`src/pdcl_params.svh`:
```
`ifndef PDCL_PARAMS_SVH
`define PDCL_PARAMS_SVH

// frame length and flag positions, in load clock numbers (first is 1)
`define PDCL_FRAME_LEN       8'hE1
`define PDCL_POS_PRESET_EN   8'h02
`define PDCL_POS_SEL_HI      8'h03
`define PDCL_POS_SEL_LO      8'h04
`define PDCL_POS_LOW_RATE    8'h05
`define PDCL_POS_SLOT_FIRST  8'h06
`define PDCL_POS_SLOT_LAST   8'h08
`define PDCL_POS_INVERT      8'h09
`define PDCL_POS_DC_MODE     8'h0A
`define PDCL_POS_PLL_FIRST   8'h0E
`define PDCL_POS_PLL_LAST    8'h13
`define PDCL_POS_RF_FIRST    8'h14
`define PDCL_POS_RF_LAST     8'h19
`define PDCL_POS_FILT_EN     8'h1A
`define PDCL_POS_FILT_FIRST  8'h1B
`define PDCL_POS_FILT_LAST   8'h1C
`define PDCL_POS_THR_FIRST   8'h1D
`define PDCL_POS_THR_LAST    8'h1F
// address field starts, one per 32-clock code word
`define PDCL_POS_ADDR_BASE   8'h21
`define PDCL_ADDR_STRIDE     8'h20
`define PDCL_ADDR_BITS       8'h12
`define PDCL_ADDR_SLOTS      6
`endif

```
`src/pdcl_pkg.sv`:
```
package pdcl_pkg;
    typedef enum logic [2:0] {
        PDCL_IDLE = 3'b001,
        PDCL_LOAD = 3'b010,
        PDCL_DONE = 3'b100
    } pdcl_state_t;

    typedef struct packed {
        logic [5:0] pll;
        logic [5:0] rf;
        logic       filt_en;
        logic [1:0] filt_char;
        logic [2:0] thr;
    } pdcl_timing_t;
endpackage : pdcl_pkg

```
`src/pdcl_config_loader.sv`:
```
`timescale 1ns/1ps
`include "pdcl_params.svh"
module pdcl_config_loader
    import pdcl_pkg::*;
(
    input  wire logic        mclk_in,
    input  wire logic        reset_in,
    input  wire logic        load_clk_in,
    input  wire logic        load_data_in,
    input  wire logic        radio_signal_input_in,
    output logic             config_done_out,
    output logic             preset_enable_out,
    output logic             preset_select_hi_out,
    output logic             preset_select_lo_out,
    output logic             low_rate_select_out,
    output logic [2:0]       frame_slot_number_out,
    output logic             input_polarity_invert_out,
    output logic             dc_adjust_output_out,
    output logic [5:0]       pll_lead_time_out,
    output logic [5:0]       rf_lead_time_out,
    output logic             filter_enable_out,
    output logic [1:0]       filter_characteristic_out,
    output logic [2:0]       rate_error_threshold_out,
    output logic             radio_signal_decode_out,
    output logic [17:0]      address_slot_a_out,
    output logic [17:0]      address_slot_b_out,
    output logic [17:0]      address_slot_c_out,
    output logic [17:0]      address_slot_d_out,
    output logic [17:0]      address_slot_e_out,
    output logic [17:0]      address_slot_f_out
);

    // preset table, index {sel_hi, sel_lo, low_rate}
    function automatic pdcl_timing_t preset_lookup(input logic [2:0] idx);
        pdcl_timing_t p;
        p = '0;
        case (idx)
            3'h0: p = {6'h3D, 6'h0A, 1'b1, 2'h1, 3'h1};
            3'h2: p = {6'h3D, 6'h0C, 1'b1, 2'h1, 3'h1};
            3'h4: p = {6'h3D, 6'h0E, 1'b1, 2'h1, 3'h1};
            3'h6: p = {6'h3D, 6'h11, 1'b0, 2'h0, 3'h1};
            3'h1: p = {6'h1B, 6'h04, 1'b1, 2'h1, 3'h1};
            3'h3: p = {6'h1B, 6'h05, 1'b1, 2'h1, 3'h1};
            3'h5: p = {6'h1B, 6'h06, 1'b1, 2'h1, 3'h1};
            3'h7: p = {6'h1B, 6'h07, 1'b0, 2'h0, 3'h1};
            default: p = '0;
        endcase
        return p;
    endfunction : preset_lookup

    // true when pos lies in [first, last]
    function automatic logic in_field(input logic [7:0] pos,
                                      input logic [7:0] first,
                                      input logic [7:0] last);
        return (pos >= first) && (pos <= last);
    endfunction : in_field

    // two-flop synchronisers; first stages read only by second
    logic [1:0] clk_sync_r;
    logic [1:0] dat_sync_r;
    logic [1:0] sig_sync_r;
    logic       clk_prev_r;

    always_ff @(posedge mclk_in) begin
        if (reset_in) begin
            clk_sync_r <= 2'h0;
            dat_sync_r <= 2'h0;
            sig_sync_r <= 2'h0;
            clk_prev_r <= 1'b0;
        end else begin
            clk_sync_r <= {clk_sync_r[0], load_clk_in};
            dat_sync_r <= {dat_sync_r[0], load_data_in};
            sig_sync_r <= {sig_sync_r[0], radio_signal_input_in};
            clk_prev_r <= clk_sync_r[1];
        end
    end

    // host changes data on falling edge, so rising edge is mid-bit
    logic sample_edge;
    assign sample_edge = clk_sync_r[1] & ~clk_prev_r;

    pdcl_state_t state_r;
    pdcl_state_t state_nxt;
    logic [7:0]  pos_r;      // number of the clock being received
    logic [7:0]  pos_nxt;
    logic        last_bit;

    assign last_bit = (pos_r == `PDCL_FRAME_LEN);

    // loader sequencing; extra clocks after 225 are ignored
    always_comb begin
        state_nxt = state_r;
        pos_nxt   = pos_r;
        case (state_r)
            PDCL_IDLE: begin
                state_nxt = PDCL_LOAD;
                pos_nxt   = 8'h01;
            end
            PDCL_LOAD: begin
                if (sample_edge) begin
                    if (last_bit) begin
                        state_nxt = PDCL_DONE;
                    end else begin
                        pos_nxt = pos_r + 8'h01;
                    end
                end
            end
            PDCL_DONE: begin
                state_nxt = PDCL_DONE;
            end
            default: begin
                state_nxt = PDCL_IDLE;
                pos_nxt   = 8'h00;
            end
        endcase
    end

    always_ff @(posedge mclk_in) begin
        if (reset_in) begin
            state_r <= PDCL_IDLE;
            pos_r   <= 8'h00;
        end else begin
            state_r <= state_nxt;
            pos_r   <= pos_nxt;
        end
    end

    logic take;
    assign take = (state_r == PDCL_LOAD) && sample_edge;

    // flag bits; msb arrives first so fields shift left
    logic        preset_en_r;
    logic [1:0]  sel_r;
    logic        low_rate_r;
    logic [2:0]  slot_r;
    logic        invert_r;
    logic        dc_mode_r;
    pdcl_timing_t tx_timing_r;
    logic        bit_in;

    assign bit_in = dat_sync_r[1];

    always_ff @(posedge mclk_in) begin
        if (reset_in) begin
            preset_en_r <= 1'b0;
            sel_r       <= 2'h0;
            low_rate_r  <= 1'b0;
            slot_r      <= 3'h0;
            invert_r    <= 1'b0;
            dc_mode_r   <= 1'b0;
            tx_timing_r <= '0;
        end else if (take) begin
            if (pos_r == `PDCL_POS_PRESET_EN)
                preset_en_r <= bit_in;
            if (pos_r == `PDCL_POS_SEL_HI)
                sel_r[1] <= bit_in;
            if (pos_r == `PDCL_POS_SEL_LO)
                sel_r[0] <= bit_in;
            if (pos_r == `PDCL_POS_LOW_RATE)
                low_rate_r <= bit_in;
            if (in_field(pos_r, `PDCL_POS_SLOT_FIRST, `PDCL_POS_SLOT_LAST))
                slot_r <= {slot_r[1:0], bit_in};
            if (pos_r == `PDCL_POS_INVERT)
                invert_r <= bit_in;
            if (pos_r == `PDCL_POS_DC_MODE)
                dc_mode_r <= bit_in;
            if (in_field(pos_r, `PDCL_POS_PLL_FIRST, `PDCL_POS_PLL_LAST))
                tx_timing_r.pll <= {tx_timing_r.pll[4:0], bit_in};
            if (in_field(pos_r, `PDCL_POS_RF_FIRST, `PDCL_POS_RF_LAST))
                tx_timing_r.rf <= {tx_timing_r.rf[4:0], bit_in};
            if (pos_r == `PDCL_POS_FILT_EN)
                tx_timing_r.filt_en <= bit_in;
            if (in_field(pos_r, `PDCL_POS_FILT_FIRST, `PDCL_POS_FILT_LAST))
                tx_timing_r.filt_char <=
                    {tx_timing_r.filt_char[0], bit_in};
            if (in_field(pos_r, `PDCL_POS_THR_FIRST, `PDCL_POS_THR_LAST))
                tx_timing_r.thr <= {tx_timing_r.thr[1:0], bit_in};
        end
    end

    // address storage; zero-filler clocks are simply not stored
    logic [17:0] addr_r [`PDCL_ADDR_SLOTS];

    always_ff @(posedge mclk_in) begin
        if (reset_in) begin
            for (int i = 0; i < `PDCL_ADDR_SLOTS; i++)
                addr_r[i] <= 18'h0_0000;
        end else if (take) begin
            for (int i = 0; i < `PDCL_ADDR_SLOTS; i++) begin
                if (in_field(pos_r,
                        8'(`PDCL_POS_ADDR_BASE + 8'(i) * `PDCL_ADDR_STRIDE),
                        8'(`PDCL_POS_ADDR_BASE + 8'(i) * `PDCL_ADDR_STRIDE
                           + `PDCL_ADDR_BITS - 8'h01)))
                    addr_r[i] <= {addr_r[i][16:0], bit_in};
            end
        end
    end

    // effective timing: preset image or transmitted fields
    pdcl_timing_t eff_timing_r;

    always_ff @(posedge mclk_in) begin
        if (reset_in) begin
            eff_timing_r <= '0;
        end else if (preset_en_r) begin
            eff_timing_r <= preset_lookup({sel_r, low_rate_r});
        end else begin
            eff_timing_r <= tx_timing_r;
        end
    end

    // polarity applied to the synchronised radio input
    logic sig_r;
    always_ff @(posedge mclk_in) begin
        if (reset_in)
            sig_r <= 1'b0;
        else
            sig_r <= sig_sync_r[1] ^ invert_r;
    end

    assign config_done_out           = (state_r == PDCL_DONE);
    assign preset_enable_out         = preset_en_r;
    assign preset_select_hi_out      = sel_r[1];
    assign preset_select_lo_out      = sel_r[0];
    assign low_rate_select_out       = low_rate_r;
    assign frame_slot_number_out     = slot_r;
    assign input_polarity_invert_out = invert_r;
    assign dc_adjust_output_out      = dc_mode_r;
    assign pll_lead_time_out         = eff_timing_r.pll;
    assign rf_lead_time_out          = eff_timing_r.rf;
    assign filter_enable_out         = eff_timing_r.filt_en;
    assign filter_characteristic_out = eff_timing_r.filt_char;
    assign rate_error_threshold_out  = eff_timing_r.thr;
    assign radio_signal_decode_out   = sig_r;
    assign address_slot_a_out        = addr_r[0];
    assign address_slot_b_out        = addr_r[1];
    assign address_slot_c_out        = addr_r[2];
    assign address_slot_d_out        = addr_r[3];
    assign address_slot_e_out        = addr_r[4];
    assign address_slot_f_out        = addr_r[5];

    // checks
    AST_DONE_AFTER_LAST: assert property (
        @(posedge mclk_in) disable iff (reset_in)
        (take && last_bit) |=> config_done_out)
        else $error("frame end did not finish loading");
    AST_DONE_HOLDS: assert property (
        @(posedge mclk_in) disable iff (reset_in)
        config_done_out |=> config_done_out)
        else $error("done dropped");
    AST_NOT_DONE_EARLY: assert property (
        @(posedge mclk_in) disable iff (reset_in)
        (state_r == PDCL_LOAD && !(take && last_bit)) |=> !config_done_out)
        else $error("done before last bit");
    AST_PRESET_EN: assert property (
        @(posedge mclk_in) disable iff (reset_in)
        (take && pos_r == `PDCL_POS_PRESET_EN)
        |=> preset_en_r == $past(bit_in))
        else $error("preset enable not captured");
    AST_LOW_RATE: assert property (
        @(posedge mclk_in) disable iff (reset_in)
        (take && pos_r == `PDCL_POS_LOW_RATE)
        |=> low_rate_r == $past(bit_in))
        else $error("rate bit not captured");
    AST_INVERT: assert property (
        @(posedge mclk_in) disable iff (reset_in)
        1'b1 |=> radio_signal_decode_out ==
        ($past(sig_sync_r[1]) ^ $past(invert_r)))
        else $error("polarity wrong");
    AST_PRESET_FORCE: assert property (
        @(posedge mclk_in) disable iff (reset_in)
        (preset_en_r && $stable(preset_en_r) && $stable(sel_r)
        && $stable(low_rate_r)) |=> {pll_lead_time_out, rf_lead_time_out,
        filter_enable_out, filter_characteristic_out,
        rate_error_threshold_out} == preset_lookup({$past(sel_r),
        $past(low_rate_r)}))
        else $error("preset not applied");
    AST_TX_USED: assert property (
        @(posedge mclk_in) disable iff (reset_in)
        !preset_en_r |=> rf_lead_time_out == $past(tx_timing_r.rf))
        else $error("transmitted rf lead not used");
    AST_POS_STEP: assert property (
        @(posedge mclk_in) disable iff (reset_in)
        (take && !last_bit) |=> pos_r == $past(pos_r) + 8'h01)
        else $error("position did not advance");
    // filler clocks behind the first address must leave it alone
    AST_FILLER_KEEPS: assert property (
        @(posedge mclk_in) disable iff (reset_in)
        (take && in_field(pos_r, `PDCL_POS_ADDR_BASE + `PDCL_ADDR_BITS,
        `PDCL_POS_ADDR_BASE + `PDCL_ADDR_STRIDE - 8'h01))
        |=> $stable(address_slot_a_out))
        else $error("filler bit stored");
    // load clocks after the frame are refused
    AST_IGNORE_AFTER: assert property (
        @(posedge mclk_in) disable iff (reset_in)
        (config_done_out && sample_edge) |=> $stable(address_slot_f_out)
        && $stable(frame_slot_number_out))
        else $error("clock after frame changed a field");

endmodule : pdcl_config_loader

```
`config.mk`:
```
export PLATFORM = sky130hd
export DESIGN_NAME = pdcl_config_loader
export DESIGN_NICKNAME = d
export VERILOG_FILES = /design/src/pdcl_pkg.sv /design/src/pdcl_config_loader.sv
export VERILOG_INCLUDE_DIRS = /design/src
export SDC_FILE = /design/constraint.sdc
export NUM_CORES = 1
export LEC_CHECK = 0
export ABC_AREA = 1
export BUFFER_PORTS_ARGS = -buffer_cell sky130_fd_sc_hd__buf_2
export CAP_MARGIN = 20
export CORE_MARGIN = 2
export CORE_UTILIZATION = 30
export DETAILED_ROUTE_END_ITERATION = 7
export HOLD_SLACK_MARGIN = 0.03
export SETUP_SLACK_MARGIN = 0.2
export SYNTH_ARGS = -nofsm -noshare
export SYNTH_HDL_FRONTEND = slang
export SYNTH_SLANG_ARGS = --single-unit
export TNS_END_PERCENT = 10
```
`constraint.sdc`:
```
create_clock -name mclk_in -period 2.8 [get_ports mclk_in]
set_input_delay 0.42 -clock mclk_in [delete_from_list [all_inputs] [get_ports mclk_in]]
set_output_delay 0.42 -clock mclk_in [all_outputs]
set_load 0.03 [all_outputs]
```
# Word-level counts from Yosys, hierarchy flattened
# Memory sizes are Yosys's and may differ from the RTL's.
# Cells that the tools add are included.
# word_totals
mem_count	2
register_bits	64
rom_bits	80
inputBits	5
ramBits	108
# classes
n_eq_ne	14
addsub	1
bitwise_logic	10
mux	39
n_lt_le_gt_ge	22
n_reduce_logical	26
# mem_list
name	words	word_bits	read_ports	rd_clocked_by_memory_dff	wr	line	source
addr_r	6	18	6	0	6	pdcl_config_loader.sv:182	logic [17:0] addr_r [`PDCL_ADDR_SLOTS];
(name not given)	8	10	1	0	0	pdcl_config_loader.sv:37	case (idx)
# ops
op	count
$mux 18	7
$le 8x5->1 const B	4
$mux 1	26
$reduce_and 2->1	13
$ge 8x5->1 const B	3
$ge 8x8->1 const B	3
$le 8x8->1 const B	3
$pmux 8 s3	1
$eq 8x2->1 const B	2
$eq 8x3->1 const B	2
$eq 8x4->1 const B	2
$ge 8x7->1 const B	2
$le 8x7->1 const B	2
$mux 8	2
$logic_and 1x1->1	12
$pmux 3 s3	1
$add 8x1->8 const B	1
$eq 8x5->1 const B	1
$eq 8x8->1 const B	1
$ge 8x3->1 const B	1
$ge 8x4->1 const B	1
$ge 8x6->1 const B	1
$le 8x4->1 const B	1
$le 8x6->1 const B	1
other kinds (10)	19

# Depth between registers and ports, before layout
# logic_depth
ltp_word	7
depth_mapped	11
depth_no_buf	10

# Worst setup path before layout
# Ideal clock, no wire load.
# synth_timing
path_type	flip-flop to flip-flop
start	reg pos_r[1]
end	mem addr_r[3][0], enable pin
arrival_time_ps	1676
t_required_ps	2422
setup_time_ps	378
path_slack_ps	746
path_stages_with_launch	9
path_cell_list	dfxtp_1 inv_1 ha_1 nor2_1 nand3_1 nor2_1 nand2_1 nand2_1 nand2_1
# synth_lines
item	line	source
from (decl)	pdcl_config_loader.sv:84	logic [7:0] pos_r;
from (signal assigned)	pdcl_config_loader.sv:124	pos_r <= pos_nxt;
to (decl)	pdcl_config_loader.sv:182	

==> impl_metrics.py <==
metrics = {
    "run_status": {
        "status": "completed",
    },
    "place": {
        "post-dp-hpwl_um": 11200,
        "post-place-ws_ps": 377,
        "io_buffers": 141,
        "gp_routability_congestion": 0.868,
    },
    "worst_hold_path": {
        "hold_path_class": "primary input to flop",
    },
    "sta": {
        "layout_min_cycle_time_ps": 2180,
        "worst_pin_slew_ps": 464,
        "max_freq_ghz": 0.459,
        "fin_crit_sh_pct": 77.7,
        "slew_headroom_pct": 69.0,
        "final.setup.tns_ps": 0,
        "final_max_slew_viol_count": 0,
        "finClkSkew_ps": 10.6,
        "rsz0062_at_grt": "false",
        "final_hold_viol_count": 0,
        "setup_violations": 0,
        "setup_slack_ps": 623,
    },
    "detailed_routing": {
        "wirelength_um": 16000,
        "vias": 5317,
        "first_pass_iters": 4,
        "drt_first_iter_violations": 367,
        "post-route-drc-count": 0,
        "vias_per_cell": 4.24,
        "wl_per_cell_um": 12.8,
        "postRouteAntennaNets": 0,
    },
    "finish": {
        "final_util_pct": 37.0,
        "final_net_count": 926,
        "multiInputGateArea_mm2": 0.00208,
        "ff_latch_area_mm2": 0.00452,
        "antenna_cells": 0,
        "num-fill-cells": 2494,
        "area_growth_pct": 21.5,
        "drive_gt1_share_pct": 27.1,
    },
    "grt": {
        "grt_max_degree": 34,
        "antenna_found_initial": 0,
        "grt_usage_pct": 12.6,
        "grt_first_pass_wirelength_um": 26000,
        "grt-ovfl-total": 0,
        "grt_pass1_vias": 5086,
    },
    "logic_synthesis": {
        "yosysWarnings": 0,
        "ys_ff_latch": 172,
        "synth_nets": 782,
        "synth_top_family_by_area": "simple AND/OR/NAND/NOR gates",
        "synth_top_area_cell": "edfxtp_1",
        "yosys.area_share.adder_pct": 0.679,
        "yosysMostFrequentCell": "inv_1",
        "syn_area_mm2": 0.00737,
        "synth_mux_area_share_pct": 0,
        "synth_cell_type_count": 33,
        "synth-main-ff-cell": "edfxtp_1",
        "synthSimpleGateAreaFrac_pct": 23.5,
        "avgSynthCellArea_um2": 9.53,
        "async_flop_share_pct": 0,
        "synth_compound_area_share_pct": 3.80,
        "synth_edf_count": 108,
        "synth_top_area_share_pct": 44.0,
        "synth_seq_area_share_pct": 61.4,
        "synthXorXnorAreaFrac_pct": 0.238,
        "synth_common_cells": "inv_1, nor2_1, edfxtp_1, nand2_1, dfxtp_1",
        "syn_inst": 773,
        "synthTopCellsByArea": "edfxtp_1, dfxtp_1, inv_1",
    },
    "die": {
        "coreArea_mm2": 0.0242,
        "std_cell_rows": 57,
        "io_pins": 142,
        "dieArea_mm2": 0.0258,
        "start_util_pct": 30.5,
        "die_w_um": 161,
        "die_height_um": 161,
    },
    "critical_path": {
        "slowest_delay_ps": 440,
        "path_cells": "inv_1 > ha_1 > nor2_1 > nand3_1 > nand2_1 > nand3_1 > nand3_1 > nand2_2",
        "timing.rr.start": "pos_r[1]$_SDFFE_PP0P_",
        "crit_type": "flop to flop",
        "endpoint": "addr_r[0][0]$_SDFFCE_PN0P_",
        "cp_top_family": "simple AND/OR/NAND/NOR gates",
        "r2r-end": "addr_r[0][0]$_SDFFCE_PN0P_",
        "arrival_ps": 2250,
        "cp-end-kind": "flop",
        "required_ps": 2870,
        "cp-startpoint": "pos_r[1]$_SDFFE_PP0P_",
        "regToRegSetupSlack_ps": 620,
        "crit_cells": 8,
        "cp_common_cell": "nand3_1",
        "cp_max_fo": 18,
        "reg2reg_depth": 8,
        "slowest_stage": "dfxtp_1",
        "start_kind": "flop",
        "cp.buffers_inverters": 1,
    },
    "clock_network": {
        "cts-root-buf": "clkbuf_16",
        "cts_resized": 0,
        "hold_buffers": 0,
        "cts_tree": "done",
        "cts_setup_buffers": 0,
        "cts_buffers": 17,
        "cts.htree.levels": 4,
        "clk_pin_slew_ps": 70,
        "clockBufferDepth": 2,
        "clk_latency_ps": 420,
        "clock_sinks": 172,
    },
    "power_and_ir_drop": {
        "power_density_mw_per_mm2": 635,
        "leakage_nw": 3.99,
        "total_power_w": 0.00568,
        "vdd_drop_max_uv": 339,
    },
    "job": {
        "drv_cap": 0,
    },
}
## per-stage QoR
step	hold WS, ps	instance area (um^2)	cells
2_1_floorplan	388	7370	773
3_3_place_gp	389	8380	1222
3_5_place_dp	395	8380	1222
4_1_cts	174	8950	1254
5_1_grt	187	8950	1254
6_report	196	8950	1254
## power breakdown
part | switching, W | internal, W
clock | 0.00104 | 0.00124
combinational | 0.000415 | 0.000129
sequential | 0.0000687 | 0.00279
total | 0.00152 | 0.00416
## sequential cells by signal, indices dropped and copies added, names as in the netlist, 2 cells and up
name,flops
filter_characteristic_out,2
frame_slot_number_out,3
pll_lead_time_out,6
dat_sync_r,2
pos_r,8
state_r,3
addr_r,108
sig_sync_r,2
rf_lead_time_out,6
rate_error_threshold_out,3
clk_sync_r,2
tx_timing_r,18
sel_r,2
## tightest hold or removal path: cells and delay by family
kind	cells	cell delay (ps)
buffers and inverters	2	100
AND/OR/NAND/NOR	1	60
## cell type report
type / instances / share of cell area, %
repair buffers: 151 / 8.72
well taps: 324 / 4.53
multi-input cells: 417 / 23.2
clock inverters: 15 / 1.58
flip-flops and latches: 172 / 50.6
inverters: 158 / 6.63
clock buffers: 17 / 4.75
## layout by cell type (no fill, tap or decap), types with 4 or more instances in the layout
master,count
inv_1,153
inv_2,5
o21ai_0,16
nor2_1,134
nand3_1,35
dfxtp_1,64
nor2_2,45
buf_2,141
nand2_1,104
buf_4,10
nand3_4,4
inv_6,4
ha_1,4
clkbuf_16,17
nand4_1,17
edfxtp_1,108
a21oi_1,30
## per-layer routing
metal  up-vias  part of all wire [%]  track usage (%)  routed length, um
li1       2715                     -                -                  -
met1      2461                    48             17.1               7640
met2       130                    46             19.9               7360
met3        11                   5.2             3.20                839
met4         0                  0.94             3.73                150
met5         -                     0                0                  0
## kinds of logic after synthesis
logic type | count (synthesis)
xor+xnor | 2
fa+ha+maj | 4
buf+inv | 184
flops | 172
simple gates | 358
compound gates | 53
## worst min-delay path by stage
stage / from / to / slack, ps / cells after the start
floorplan: clk_sync_r[0]$_SDFF_PP0_ / clk_sync_r[1]$_SDFF_PP0_ / 390 / 2
global placement: sig_sync_r[0]$_SDFF_PP0_ / sig_sync_r[1]$_SDFF_PP0_ / 390 / 2
detailed placement: dat_sync_r[0]$_SDFF_PP0_ / dat_sync_r[1]$_SDFF_PP0_ / 400 / 2
CTS: radio_signal_input_in / sig_sync_r[0]$_SDFF_PP0_ / 170 / 3
global route: load_clk_in / clk_sync_r[0]$_SDFF_PP0_ / 190 / 3
finish: radio_signal_input_in / sig_sync_r[0]$_SDFF_PP0_ / 200 / 3
No activity file was read; power rests on OpenSTA's default activity.
